==> config.mk <==
export PLATFORM = sky130hd
export DESIGN_NAME = branch_shift_flag_exec
export DESIGN_NICKNAME = d
export VERILOG_FILES = /design/src/hdl/exec_pkg.sv /design/src/hdl/branch_shift_flag_exec.sv
export SDC_FILE = /design/constraint.sdc
export NUM_CORES = 1
export LEC_CHECK = 0
export BUFFER_PORTS_ARGS = -buffer_cell sky130_fd_sc_hd__buf_4
export CAP_MARGIN = 20
export CELL_PAD_IN_SITES_DETAIL_PLACEMENT = 0
export CELL_PAD_IN_SITES_GLOBAL_PLACEMENT = 1
export CORE_MARGIN = 2
export CORE_UTILIZATION = 35
export CTS_BUF_LIST = sky130_fd_sc_hd__clkbuf_4
export DETAILED_ROUTE_END_ITERATION = 10
export HOLD_SLACK_MARGIN = 0.1
export PLACE_DENSITY = 0.72
export SYNTH_ARGS = -nofsm -noshare
export SYNTH_HDL_FRONTEND = slang
export SYNTH_SLANG_ARGS = --single-unit
==> constraint.sdc <==
create_clock -name core_clk -period 4.75 [get_ports core_clk]
set_input_delay 0.95 -clock core_clk [delete_from_list [all_inputs] [get_ports core_clk]]
set_output_delay 0.95 -clock core_clk [all_outputs]
set_load 0.02 [all_outputs]
==> src/hdl/exec_pkg.sv <==
/*
  Constants, operation codes and carrier types for the branch, shift and
  flag execution block. Assumes a 32-bit classic Wishbone register bus.
*/
// Notes on behaviour
// (RULE1) Carry-clear and same-or-higher branch jump to pc+k+1 when carry is zero.
// (RULE2) Lower branch jumps to pc+k+1 only when carry is one.
// (RULE3) Negative branch jumps to pc+k+1 only when negative flag is one.
// (RULE4) Signed greater-or-equal branch jumps when negative xor overflow is zero.
// (RULE5) Signed less-than branch jumps when negative xor overflow is one.
// (RULE6) Half-carry branches jump on half-carry one (set) or zero (clear).
// (RULE7) Transfer branches jump on transfer flag one (set) or zero (clear).
// (RULE8) Overflow branches jump on overflow one (set) or zero (clear).
// (RULE9) Interrupt branches jump on global enable one or zero.
// (RULE10) Left shift moves bits up, bit zero gets zero; Z,C,N,V,H updated.
// (RULE11) Right shift moves bits down, bit seven gets zero; Z,C,N,V updated.
// (RULE12) Left rotate: old carry to bit zero, old bit seven to carry.
// (RULE13) Right rotate: old carry to bit seven, old bit zero to carry.
// (RULE14) Signed right shift keeps bit seven, old bit zero to carry.
// (RULE15) Flag set or clear writes one status flag, others untouched, one cycle.
// (RULE16) I/O bit force one or zero in one cycle, flags untouched.
// (RULE17) Bit store copies selected register bit into transfer flag only.
// (RULE18) Bit load copies transfer flag into selected register bit, flags untouched.
// (RULE19) Post-increment load reads byte at X, then X plus one; two cycles.
// (RULE20) Pre-decrement load first X minus one, then reads; three cycles.
`default_nettype none
package exec_pkg;

  // ----------------------------------------------------------------------
  // Register map (byte addresses)
  // ----------------------------------------------------------------------
  localparam logic [7:0] ADR_ISSUE  = 8'h00;
  localparam logic [7:0] ADR_STATUS = 8'h04;
  localparam logic [7:0] ADR_FLAGS  = 8'h08;
  localparam logic [7:0] ADR_PC     = 8'h0C;
  localparam logic [7:0] ADR_XPTR   = 8'h10;
  localparam logic [7:0] ADR_REGS   = 8'h40;

  localparam logic [7:0]  FLAGS_RESET = 8'h00;
  localparam logic [15:0] PC_RESET    = 16'h0000;
  localparam logic [15:0] XPTR_RESET  = 16'h0000;

  // ----------------------------------------------------------------------
  // Status flag positions
  // ----------------------------------------------------------------------
  localparam int FLAG_C = 0;
  localparam int FLAG_Z = 1;
  localparam int FLAG_N = 2;
  localparam int FLAG_V = 3;
  localparam int FLAG_S = 4;
  localparam int FLAG_H = 5;
  localparam int FLAG_T = 6;
  localparam int FLAG_I = 7;

  // Status register bits
  localparam int STAT_BUSY  = 0;
  localparam int STAT_TAKEN = 1;

  typedef enum logic [4:0] {
    OP_NOP,
    OP_BR_CARRY_CLEAR, OP_BR_SAME_HIGHER, OP_BR_LOWER, OP_BR_NEGATIVE,
    OP_BR_SIGNED_GE, OP_BR_SIGNED_LESS, OP_BR_HALF_SET, OP_BR_HALF_CLEAR,
    OP_BR_TRANSFER_SET, OP_BR_TRANSFER_CLEAR, OP_BR_OVF_SET, OP_BR_OVF_CLEAR,
    OP_BR_IRQ_ENABLED, OP_BR_IRQ_DISABLED,
    OP_SHL, OP_SHR, OP_ROL, OP_ROR, OP_SHR_SIGNED,
    OP_FLAG_SET, OP_FLAG_CLR, OP_IO_ONE, OP_IO_ZERO,
    OP_BIT_TO_T, OP_T_TO_BIT, OP_LD_XINC, OP_LD_XDEC
  } op_e;

  // Instruction word as written to the issue register
  typedef struct packed {
    logic [6:0] rsvd;
    logic [6:0] disp;
    logic [5:0] io_addr;
    logic [2:0] bit_sel;
    logic [3:0] rd;
    op_e        op;
  } instr_s;

  typedef struct packed {
    logic        valid;
    logic [15:0] addr;
  } ds_req_s;

  typedef struct packed {
    logic       valid;
    logic [5:0] addr;
    logic [2:0] bit_sel;
    logic       value;
  } io_bit_s;

endpackage : exec_pkg
`default_nettype wire

==> src/hdl/branch_shift_flag_exec.sv <==
/*
  Execution unit for relative branches, shifts and rotates, single flag
  writes, I/O bit forcing, transfer-flag bit moves and X-pointer loads.
  Assumes a classic Wishbone master issuing instructions and a data space
  that answers reads with ds_ack, and an I/O space that applies bit pulses.
*/
`default_nettype none
module branch_shift_flag_exec
  import exec_pkg::*;
#(
  parameter int PC_W = 16
) (
  // Clock and reset
  input  wire logic          core_clk,
  input  wire logic          reset_n,
  // Wishbone slave
  input  wire logic          cyc_i,
  input  wire logic          stb_i,
  input  wire logic          we_i,
  input  wire logic [7:0]    adr_i,
  input  wire logic [3:0]    sel_i,
  input  wire logic [31:0]   dat_i,
  output logic      [31:0]   dat_o,
  output logic               ack_o,
  // Data-space read port
  output ds_req_s            ds_req,
  input  wire logic          ds_ack,
  input  wire logic [7:0]    ds_rdata,
  // I/O bit port
  output io_bit_s            io_bit,
  // Program counter
  output logic [PC_W-1:0]    pc
);

  // ----------------------------------------------------------------------
  // Storage
  // ----------------------------------------------------------------------
  typedef enum logic [2:0] {
    ST_IDLE, ST_EXEC, ST_BR_TAKEN, ST_LD_ADDR, ST_LD_WAIT
  } state_e;

  state_e          state_reg;
  instr_s          instr_reg;
  logic [7:0]      flags_reg;
  logic [15:0]     xptr_reg;
  logic [7:0]      regs_reg [16];
  logic            taken_reg;
  logic [PC_W-1:0] pc_reg;
  logic            ack_reg;
  logic [31:0]     rdata_reg;

  // ----------------------------------------------------------------------
  // Bus decode
  // ----------------------------------------------------------------------
  logic        bus_fire;
  logic        wr_fire;
  logic [31:0] wmask;
  logic [31:0] wdata;
  logic        regs_hit;
  logic [3:0]  regs_idx;
  logic        issue_fire;

  assign bus_fire   = cyc_i && stb_i && !ack_reg;
  assign wr_fire    = bus_fire && we_i;
  assign wmask      = {{8{sel_i[3]}}, {8{sel_i[2]}}, {8{sel_i[1]}}, {8{sel_i[0]}}};
  assign wdata      = dat_i & wmask;
  assign regs_hit   = (adr_i[7:6] == ADR_REGS[7:6]);
  assign regs_idx   = adr_i[5:2];
  // Writes while busy are dropped: one instruction in flight keeps the
  // flag and register hazards trivial.
  assign issue_fire = wr_fire && (adr_i == ADR_ISSUE) && (state_reg == ST_IDLE);

  // ----------------------------------------------------------------------
  // Operand and result logic
  // ----------------------------------------------------------------------
  logic [7:0]      src;
  logic [7:0]      shift_res;
  logic            shift_c;
  logic            br_taken;
  logic [PC_W-1:0] br_target;

  assign src = regs_reg[instr_reg.rd];
  assign br_target = pc_reg + PC_W'(signed'(instr_reg.disp)) + PC_W'(1);

  always_comb begin
    shift_res = src;
    shift_c   = flags_reg[FLAG_C];
    unique case (instr_reg.op)
      OP_SHL: begin
        shift_res = {src[6:0], 1'b0};                 // see RULE10
        shift_c   = src[7];
      end
      OP_SHR: begin
        shift_res = {1'b0, src[7:1]};                 // see RULE11
        shift_c   = src[0];
      end
      OP_ROL: begin
        shift_res = {src[6:0], flags_reg[FLAG_C]};    // see RULE12
        shift_c   = src[7];
      end
      OP_ROR: begin
        shift_res = {flags_reg[FLAG_C], src[7:1]};    // see RULE13
        shift_c   = src[0];
      end
      OP_SHR_SIGNED: begin
        shift_res = {src[7], src[7:1]};               // see RULE14
        shift_c   = src[0];
      end
      default: begin
        shift_res = src;
        shift_c   = flags_reg[FLAG_C];
      end
    endcase
  end

  always_comb begin
    br_taken = 1'b0;
    unique case (instr_reg.op)
      OP_BR_CARRY_CLEAR,
      OP_BR_SAME_HIGHER:    br_taken = !flags_reg[FLAG_C];  // see RULE1
      OP_BR_LOWER:          br_taken = flags_reg[FLAG_C];   // see RULE2
      OP_BR_NEGATIVE:       br_taken = flags_reg[FLAG_N];   // see RULE3
      OP_BR_SIGNED_GE:      br_taken = !(flags_reg[FLAG_N] ^ flags_reg[FLAG_V]); // see RULE4
      OP_BR_SIGNED_LESS:    br_taken = flags_reg[FLAG_N] ^ flags_reg[FLAG_V];    // see RULE5
      OP_BR_HALF_SET:       br_taken = flags_reg[FLAG_H];   // see RULE6
      OP_BR_HALF_CLEAR:     br_taken = !flags_reg[FLAG_H];  // see RULE6
      OP_BR_TRANSFER_SET:   br_taken = flags_reg[FLAG_T];   // see RULE7
      OP_BR_TRANSFER_CLEAR: br_taken = !flags_reg[FLAG_T];  // see RULE7
      OP_BR_OVF_SET:        br_taken = flags_reg[FLAG_V];   // see RULE8
      OP_BR_OVF_CLEAR:      br_taken = !flags_reg[FLAG_V];  // see RULE8
      OP_BR_IRQ_ENABLED:    br_taken = flags_reg[FLAG_I];   // see RULE9
      OP_BR_IRQ_DISABLED:   br_taken = !flags_reg[FLAG_I];  // see RULE9
      default:              br_taken = 1'b0;
    endcase
  end

  logic is_shift;
  logic exec_now;
  assign is_shift = (instr_reg.op inside {OP_SHL, OP_SHR, OP_ROL, OP_ROR, OP_SHR_SIGNED});
  assign exec_now = (state_reg == ST_EXEC);

  // ----------------------------------------------------------------------
  // Sequencer
  // ----------------------------------------------------------------------
  always_ff @(posedge core_clk or negedge reset_n) begin
    if (!reset_n) begin
      state_reg <= ST_IDLE;
      instr_reg <= '0;
    end else begin
      unique case (state_reg)
        ST_IDLE: begin
          if (issue_fire) begin
            instr_reg <= instr_s'(wdata);
            state_reg <= ST_EXEC;
          end
        end
        ST_EXEC: begin
          if (br_taken) begin
            state_reg <= ST_BR_TAKEN;   // Taken branch costs a second cycle
          end else if (instr_reg.op == OP_LD_XINC) begin
            state_reg <= ST_LD_WAIT;    // see RULE19
          end else if (instr_reg.op == OP_LD_XDEC) begin
            state_reg <= ST_LD_ADDR;    // see RULE20
          end else begin
            state_reg <= ST_IDLE;
          end
        end
        ST_BR_TAKEN: state_reg <= ST_IDLE;
        ST_LD_ADDR:  state_reg <= ST_LD_WAIT;
        ST_LD_WAIT: begin
          if (ds_ack) begin
            state_reg <= ST_IDLE;
          end
        end
        default: state_reg <= ST_IDLE;
      endcase
    end
  end

  // ----------------------------------------------------------------------
  // Program counter
  // ----------------------------------------------------------------------
  always_ff @(posedge core_clk or negedge reset_n) begin
    if (!reset_n) begin
      pc_reg    <= PC_W'(PC_RESET);
      taken_reg <= 1'b0;
    end else if (exec_now) begin
      taken_reg <= br_taken;
      pc_reg    <= br_taken ? br_target : pc_reg + PC_W'(1);
    end else if (wr_fire && adr_i == ADR_PC && state_reg == ST_IDLE) begin
      pc_reg <= (pc_reg & ~wmask[PC_W-1:0]) | wdata[PC_W-1:0];
    end
  end

  // ----------------------------------------------------------------------
  // Status flags
  // ----------------------------------------------------------------------
  always_ff @(posedge core_clk or negedge reset_n) begin
    if (!reset_n) begin
      flags_reg <= FLAGS_RESET;
    end else if (exec_now) begin
      if (is_shift) begin
        flags_reg[FLAG_C] <= shift_c;
        flags_reg[FLAG_Z] <= (shift_res == 8'h00);
        flags_reg[FLAG_N] <= shift_res[7];
        flags_reg[FLAG_V] <= shift_res[7] ^ shift_c;
        // Half-carry only moves on the left-going forms
        if (instr_reg.op == OP_SHL || instr_reg.op == OP_ROL) begin
          flags_reg[FLAG_H] <= src[3];                 // see RULE10, RULE12
        end
      end else if (instr_reg.op == OP_FLAG_SET) begin
        flags_reg[instr_reg.bit_sel] <= 1'b1;          // see RULE15
      end else if (instr_reg.op == OP_FLAG_CLR) begin
        flags_reg[instr_reg.bit_sel] <= 1'b0;          // see RULE15
      end else if (instr_reg.op == OP_BIT_TO_T) begin
        flags_reg[FLAG_T] <= src[instr_reg.bit_sel];   // see RULE17
      end
    end else if (wr_fire && adr_i == ADR_FLAGS && state_reg == ST_IDLE && sel_i[0]) begin
      flags_reg <= dat_i[7:0];
    end
  end

  // ----------------------------------------------------------------------
  // X pointer
  // ----------------------------------------------------------------------
  always_ff @(posedge core_clk or negedge reset_n) begin
    if (!reset_n) begin
      xptr_reg <= XPTR_RESET;
    end else if (exec_now && instr_reg.op == OP_LD_XDEC) begin
      xptr_reg <= xptr_reg - 16'h0001;                 // see RULE20
    end else if (state_reg == ST_LD_WAIT && ds_ack && instr_reg.op == OP_LD_XINC) begin
      xptr_reg <= xptr_reg + 16'h0001;                 // see RULE19
    end else if (wr_fire && adr_i == ADR_XPTR && state_reg == ST_IDLE) begin
      xptr_reg <= (xptr_reg & ~wmask[15:0]) | wdata[15:0];
    end
  end

  // ----------------------------------------------------------------------
  // Working registers
  // ----------------------------------------------------------------------
  always_ff @(posedge core_clk or negedge reset_n) begin
    if (!reset_n) begin
      for (int i = 0; i < 16; i++) begin
        regs_reg[i] <= 8'h00;
      end
    end else if (exec_now && is_shift) begin
      regs_reg[instr_reg.rd] <= shift_res;
    end else if (exec_now && instr_reg.op == OP_T_TO_BIT) begin
      regs_reg[instr_reg.rd][instr_reg.bit_sel] <= flags_reg[FLAG_T]; // see RULE18
    end else if (state_reg == ST_LD_WAIT && ds_ack) begin
      regs_reg[instr_reg.rd] <= ds_rdata;              // see RULE19, RULE20
    end else if (wr_fire && regs_hit && state_reg == ST_IDLE && sel_i[0]) begin
      regs_reg[regs_idx] <= dat_i[7:0];
    end
  end

  // ----------------------------------------------------------------------
  // Data-space request
  // ----------------------------------------------------------------------
  always_ff @(posedge core_clk or negedge reset_n) begin
    if (!reset_n) begin
      ds_req <= '0;
    end else if (exec_now && instr_reg.op == OP_LD_XINC) begin
      ds_req.valid <= 1'b1;                            // see RULE19
      ds_req.addr  <= xptr_reg;
    end else if (state_reg == ST_LD_ADDR) begin
      ds_req.valid <= 1'b1;                            // see RULE20
      ds_req.addr  <= xptr_reg;
    end else if (ds_ack) begin
      ds_req.valid <= 1'b0;
    end
  end

  // ----------------------------------------------------------------------
  // I/O bit pulse
  // ----------------------------------------------------------------------
  always_ff @(posedge core_clk or negedge reset_n) begin
    if (!reset_n) begin
      io_bit <= '0;
    end else if (exec_now && (instr_reg.op == OP_IO_ONE || instr_reg.op == OP_IO_ZERO)) begin
      io_bit.valid   <= 1'b1;                          // see RULE16
      io_bit.addr    <= instr_reg.io_addr;
      io_bit.bit_sel <= instr_reg.bit_sel;
      io_bit.value   <= (instr_reg.op == OP_IO_ONE);
    end else begin
      io_bit.valid <= 1'b0;
    end
  end

  // ----------------------------------------------------------------------
  // Wishbone answer
  // ----------------------------------------------------------------------
  always_ff @(posedge core_clk or negedge reset_n) begin
    if (!reset_n) begin
      ack_reg   <= 1'b0;
      rdata_reg <= 32'h0000_0000;
    end else begin
      ack_reg <= bus_fire;
      if (bus_fire && !we_i) begin
        if (regs_hit) begin
          rdata_reg <= {24'h00_0000, regs_reg[regs_idx]};
        end else begin
          unique case (adr_i)
            ADR_ISSUE:  rdata_reg <= 32'(instr_reg);
            ADR_STATUS: rdata_reg <= {30'h0000_0000, taken_reg, state_reg != ST_IDLE};
            ADR_FLAGS:  rdata_reg <= {24'h00_0000, flags_reg};
            ADR_PC:     rdata_reg <= 32'(pc_reg);
            ADR_XPTR:   rdata_reg <= {16'h0000, xptr_reg};
            default:    rdata_reg <= 32'h0000_0000;
          endcase
        end
      end
    end
  end

  assign ack_o = ack_reg;
  assign dat_o = rdata_reg;
  assign pc    = pc_reg;

endmodule : branch_shift_flag_exec
`default_nettype wire

==> implementation parameters <==
Parameter                              Value

Logic synthesis
  Dominant cells by area after synthesis ... sky130_fd_sc_hd__dfrtp_1 (31%), sky130_fd_sc_hd__a21oi_1 (8.2%), sky130_fd_sc_hd__mux4_2 (7.2%)
  Top_reg_cell synth ... sky130_fd_sc_hd__dfrtp_1
  Flip-flop and latch count after synthesis ... ~270
  Most common cell in the synthesized netlist ... sky130_fd_sc_hd__a21oi_1
  Sequential element share of the synthesized area ... between 30% and 40%
  EDFF count, synth ... 0
  Summed instance area of the synthesized netlist ... 0.0214 mm²
  Leading area contributor after synthesis ... sky130_fd_sc_hd__dfrtp_1
  Number of instances in the synthesized netlist ... approximately 2600
  Most numerous cell types in the synthesized netlist ... sky130_fd_sc_hd__a21oi_1 (349), sky130_fd_sc_hd__nand2_1 (267), sky130_fd_sc_hd__dfrtp_1 (265)
  Count of yosys warnings during synthesis ... 0
  Post-synthesis async set-or-reset flop share ... between 90% and 100%
  Post-synth cell types ... 92
  Mean instance size in the synthesized netlist ... 8.24 µm²
  Total nets after synthesis ... ~2700
  Share of the synthesized area in the top cell type ... about 31%

GRT
  Overall global routing resource usage ... 29.6%
  Global route total overflow ... 0
  Antenna violations before repair ... 2
  Number of global-route vias before repair ... between 20000 and 25000
  Largest net degree at the start of global routing ... 115
  First-pass GRT wire length ... 142000 µm

Placed design
  Instance area after placement ... 0.0230 mm²
  Half-perimeter wire length of the detailed placement result ... 65300 µm
  Count of buffers from port buffering ... 134
  GP Congestion ... 0.965

Pwr
  Max IR drop VDD ... 136 µV
  P_leak ... 9.60 nW
  Total power density per cell area ... 217 mW/mm²

STA
  Summed negative setup slack over all endpoints ... 0 ps
  Achievable clock frequency ... between 0.2 and 0.3 GHz
  Unrepaired setup endpoints after global routing ... no
  Worst Max-Slew Pin Slew ... approximately 1300 ps
  Number of hold-slack violations in the final timing report ... 0
  Largest clock skew in the final design ... 76.6 ps
  Pins over their slew limit ... 0
  Number of failing setup endpoints in the final timing report ... 0
  Headroom to the max-slew limit ... between 10% and 20%
  Clock period minus final worst setup slack ... 3780 ps
  Period utilisation layout ... 79.6%

Die
  Die boundary height ... 251 µm
  Die X ... 251 µm
  Total core area ... 0.0604 mm²
  Initial core utilization ... 35.5%
  Io pins ... 135
  Die area ... 0.0631 mm²
  Count of standard-cell rows ... 90

Critical path
  Arr. time, crit path ... 4490 ps
  Critical path required time ... 5460 ps
  Crit path max fanout ... 19
  Sort of element at the start of the critical path ... flip-flop
  Max stage delay cell, worst path ... sky130_fd_sc_hd__dfrtp_2
  Critical R2R Capture ... regs_reg[12]$_DFFE_PN0P_
  Reg-to-reg startpoint ... instr_reg[6]$_DFFE_PN0P_
  Cells on worst reg2reg path ... 7
  Worst Path Class, Setup ... flip-flop to flip-flop
  Crit path largest cell delay ... 740 ps
  Critical Path, Cell by Cell ... mux4_1 -> mux2_2 -> o21ai_0 -> o21ai_1 -> nand2_2 -> o22ai_1 -> mux2_2
  Setup slack of the worst register-to-register path ... around 970 ps
  Endpoint class of the critical path ... flip-flop
  Most common cell on crit path ... sky130_fd_sc_hd__mux2_2

Clock tree
  Clock transition at the registers of the reported paths ... 70 ps
  Skew-Pair Late Insertion Delay ... 890 ps
  Clock H-tree levels ... 3
  Library cell used as clock root buffer ... sky130_fd_sc_hd__clkbuf_4
  Deepest clock path buffer count ... 3
  Number of CTS-inserted buffers ... around 80
  CTS tree ... built
  Setup Fix Bufs, Post-CTS ... 0
  Sinks on Clock Net ... about 270
  Quantity of hold-fixing buffers added after cts ... 0
  Number of resized instances in the post-cts repair step ... 0

Route
  Vias ... between 20000 and 25000
  Final routed DRC violation total ... 0
  Wire length per cell after detailed routing ... between 20 and 30 µm
  Vias per cell ... 6.68
  Total wirelength of the detailed-routed design ... 95500 µm
  Pre-antenna DRT Iters ... 6
  DRC violation total after the first TritonRoute iteration ... 3370
  Antenna violation net count after detailed routing ... 0

Layout
  Fraction of layout cells with a size suffix above 1 ... 20.2%
  Final instance area ... around 0.024 mm²
  Area added between synthesis and finish ... 11.9%
  Final nets ... between 2000 and 3000
  Final Core Density ... 39.7%

Min path
  Path category of the worst min-delay check ... primary input to asynchronous set/reset pin

Job
  Max-capacitance violation count ... 0

Run status
  Outcome ... completed
cell families (layout without fill, tap and decap cells):
group / Yosys count / after routing / share of synthesized area (%)
AO/OA/AOI/OAI: 938 / 938 / 28.4
AND/OR/NAND/NOR: 861 / 861 / 18.5
buffers and inverters: 307 / 388 / 6.44
flip-flops: 265 / 265 / 31.0
multiplexers: 176 / 176 / 13.3
XOR/XNOR: 32 / 32 / 1.31
adder cells (fa/ha/maj): 19 / 19 / 1.15
other: 0 / 1 / 0
final cells by class:
| class | count | area, µm² |
|---|---|---|
| Tap cell | 782 | 978 |
| Clock inverter | 24 | 110 |
| Timing Repair Buffer | 231 | 1820 |
| Fill cell | 6116 | 36400 |
| Antenna cell | 1 | 2.50 |
| Inverter | 20 | 75.1 |
| Multi-Input combinational cell | 2026 | 13500 |
| Sequential cell | 265 | 6640 |
| Clock buffer | 113 | 848 |
metrics by stage:
stage / std cells / hold WS, ps / power (mW) / worst slack [ps]
6_report: 3462 / 159 / 5.20 / 969
5_1_grt: 3462 / 191 / 5.41 / 790
4_1_cts: 3460 / 172 / 5.24 / 1080
3_5_place_dp: 3323 / 473 / 2.97 / 929
3_3_place_gp: 3322 / 461 / 2.96 / 1010
2_1_floorplan: 2598 / 451 / 2.70 / 1730
routing by layer:
metal	up-vias	wire (µm)	GRT usage [%]
met5	-	0	0
met4	0	5080	15.7
met3	346	11700	8.00
met2	1632	42100	45.0
met1	11300	36600	38.4
li1	9880	-	-
how the worst max path moves through the flow:
stage,cells past startpoint,end,startpoint,slack (ps)
CTS,9,regs_reg[120]$_DFFE_PN0P_,instr_reg[7]$_DFFE_PN0P_,1080
detailed placement,8,regs_reg[28]$_DFFE_PN0P_,stb_i,930
floorplan,6,flip-flop,adr_i[7],1730
global route,9,regs_reg[120]$_DFFE_PN0P_,instr_reg[7]$_DFFE_PN0P_,790
finish,7,regs_reg[12]$_DFFE_PN0P_,instr_reg[6]$_DFFE_PN0P_,970
global placement,8,regs_reg[28]$_DFFE_PN0P_,stb_i,1010
power breakdown:
part           switching, mW  internal (mW)
combinational          0.358          0.220
sequential            0.0664           2.30
clock                   1.17           1.09
total                   1.60           3.61
critical path: cells and delay by family (launching register included):
family / cells / cell delay (ps)
compound gates: 3 / 1130
simple gates: 1 / 480
flops: 1 / 740
mux: 3 / 1230
placed cells by master (no fill, tap or decap), drive strengths merged, types with 23 or more instances in the layout:
cell type,synthesis,routed
nor2,259,259
and3,23,23
clkbuf,182,113
buf,105,231
nor3,45,45
and2,25,25
xnor2,25,25
nand2,269,269
o32a,46,46
mux2,62,62
a21oi,351,351
a31oi,77,77
a22oi,30,30
mux4,77,77
nand3,160,160
o21ai,172,172
o22ai,50,50
a22o,30,30
dfrtp,265,265
o22a,44,44
a221oi,64,64
mux2i,37,37
(Power assumes the default switching activity.)
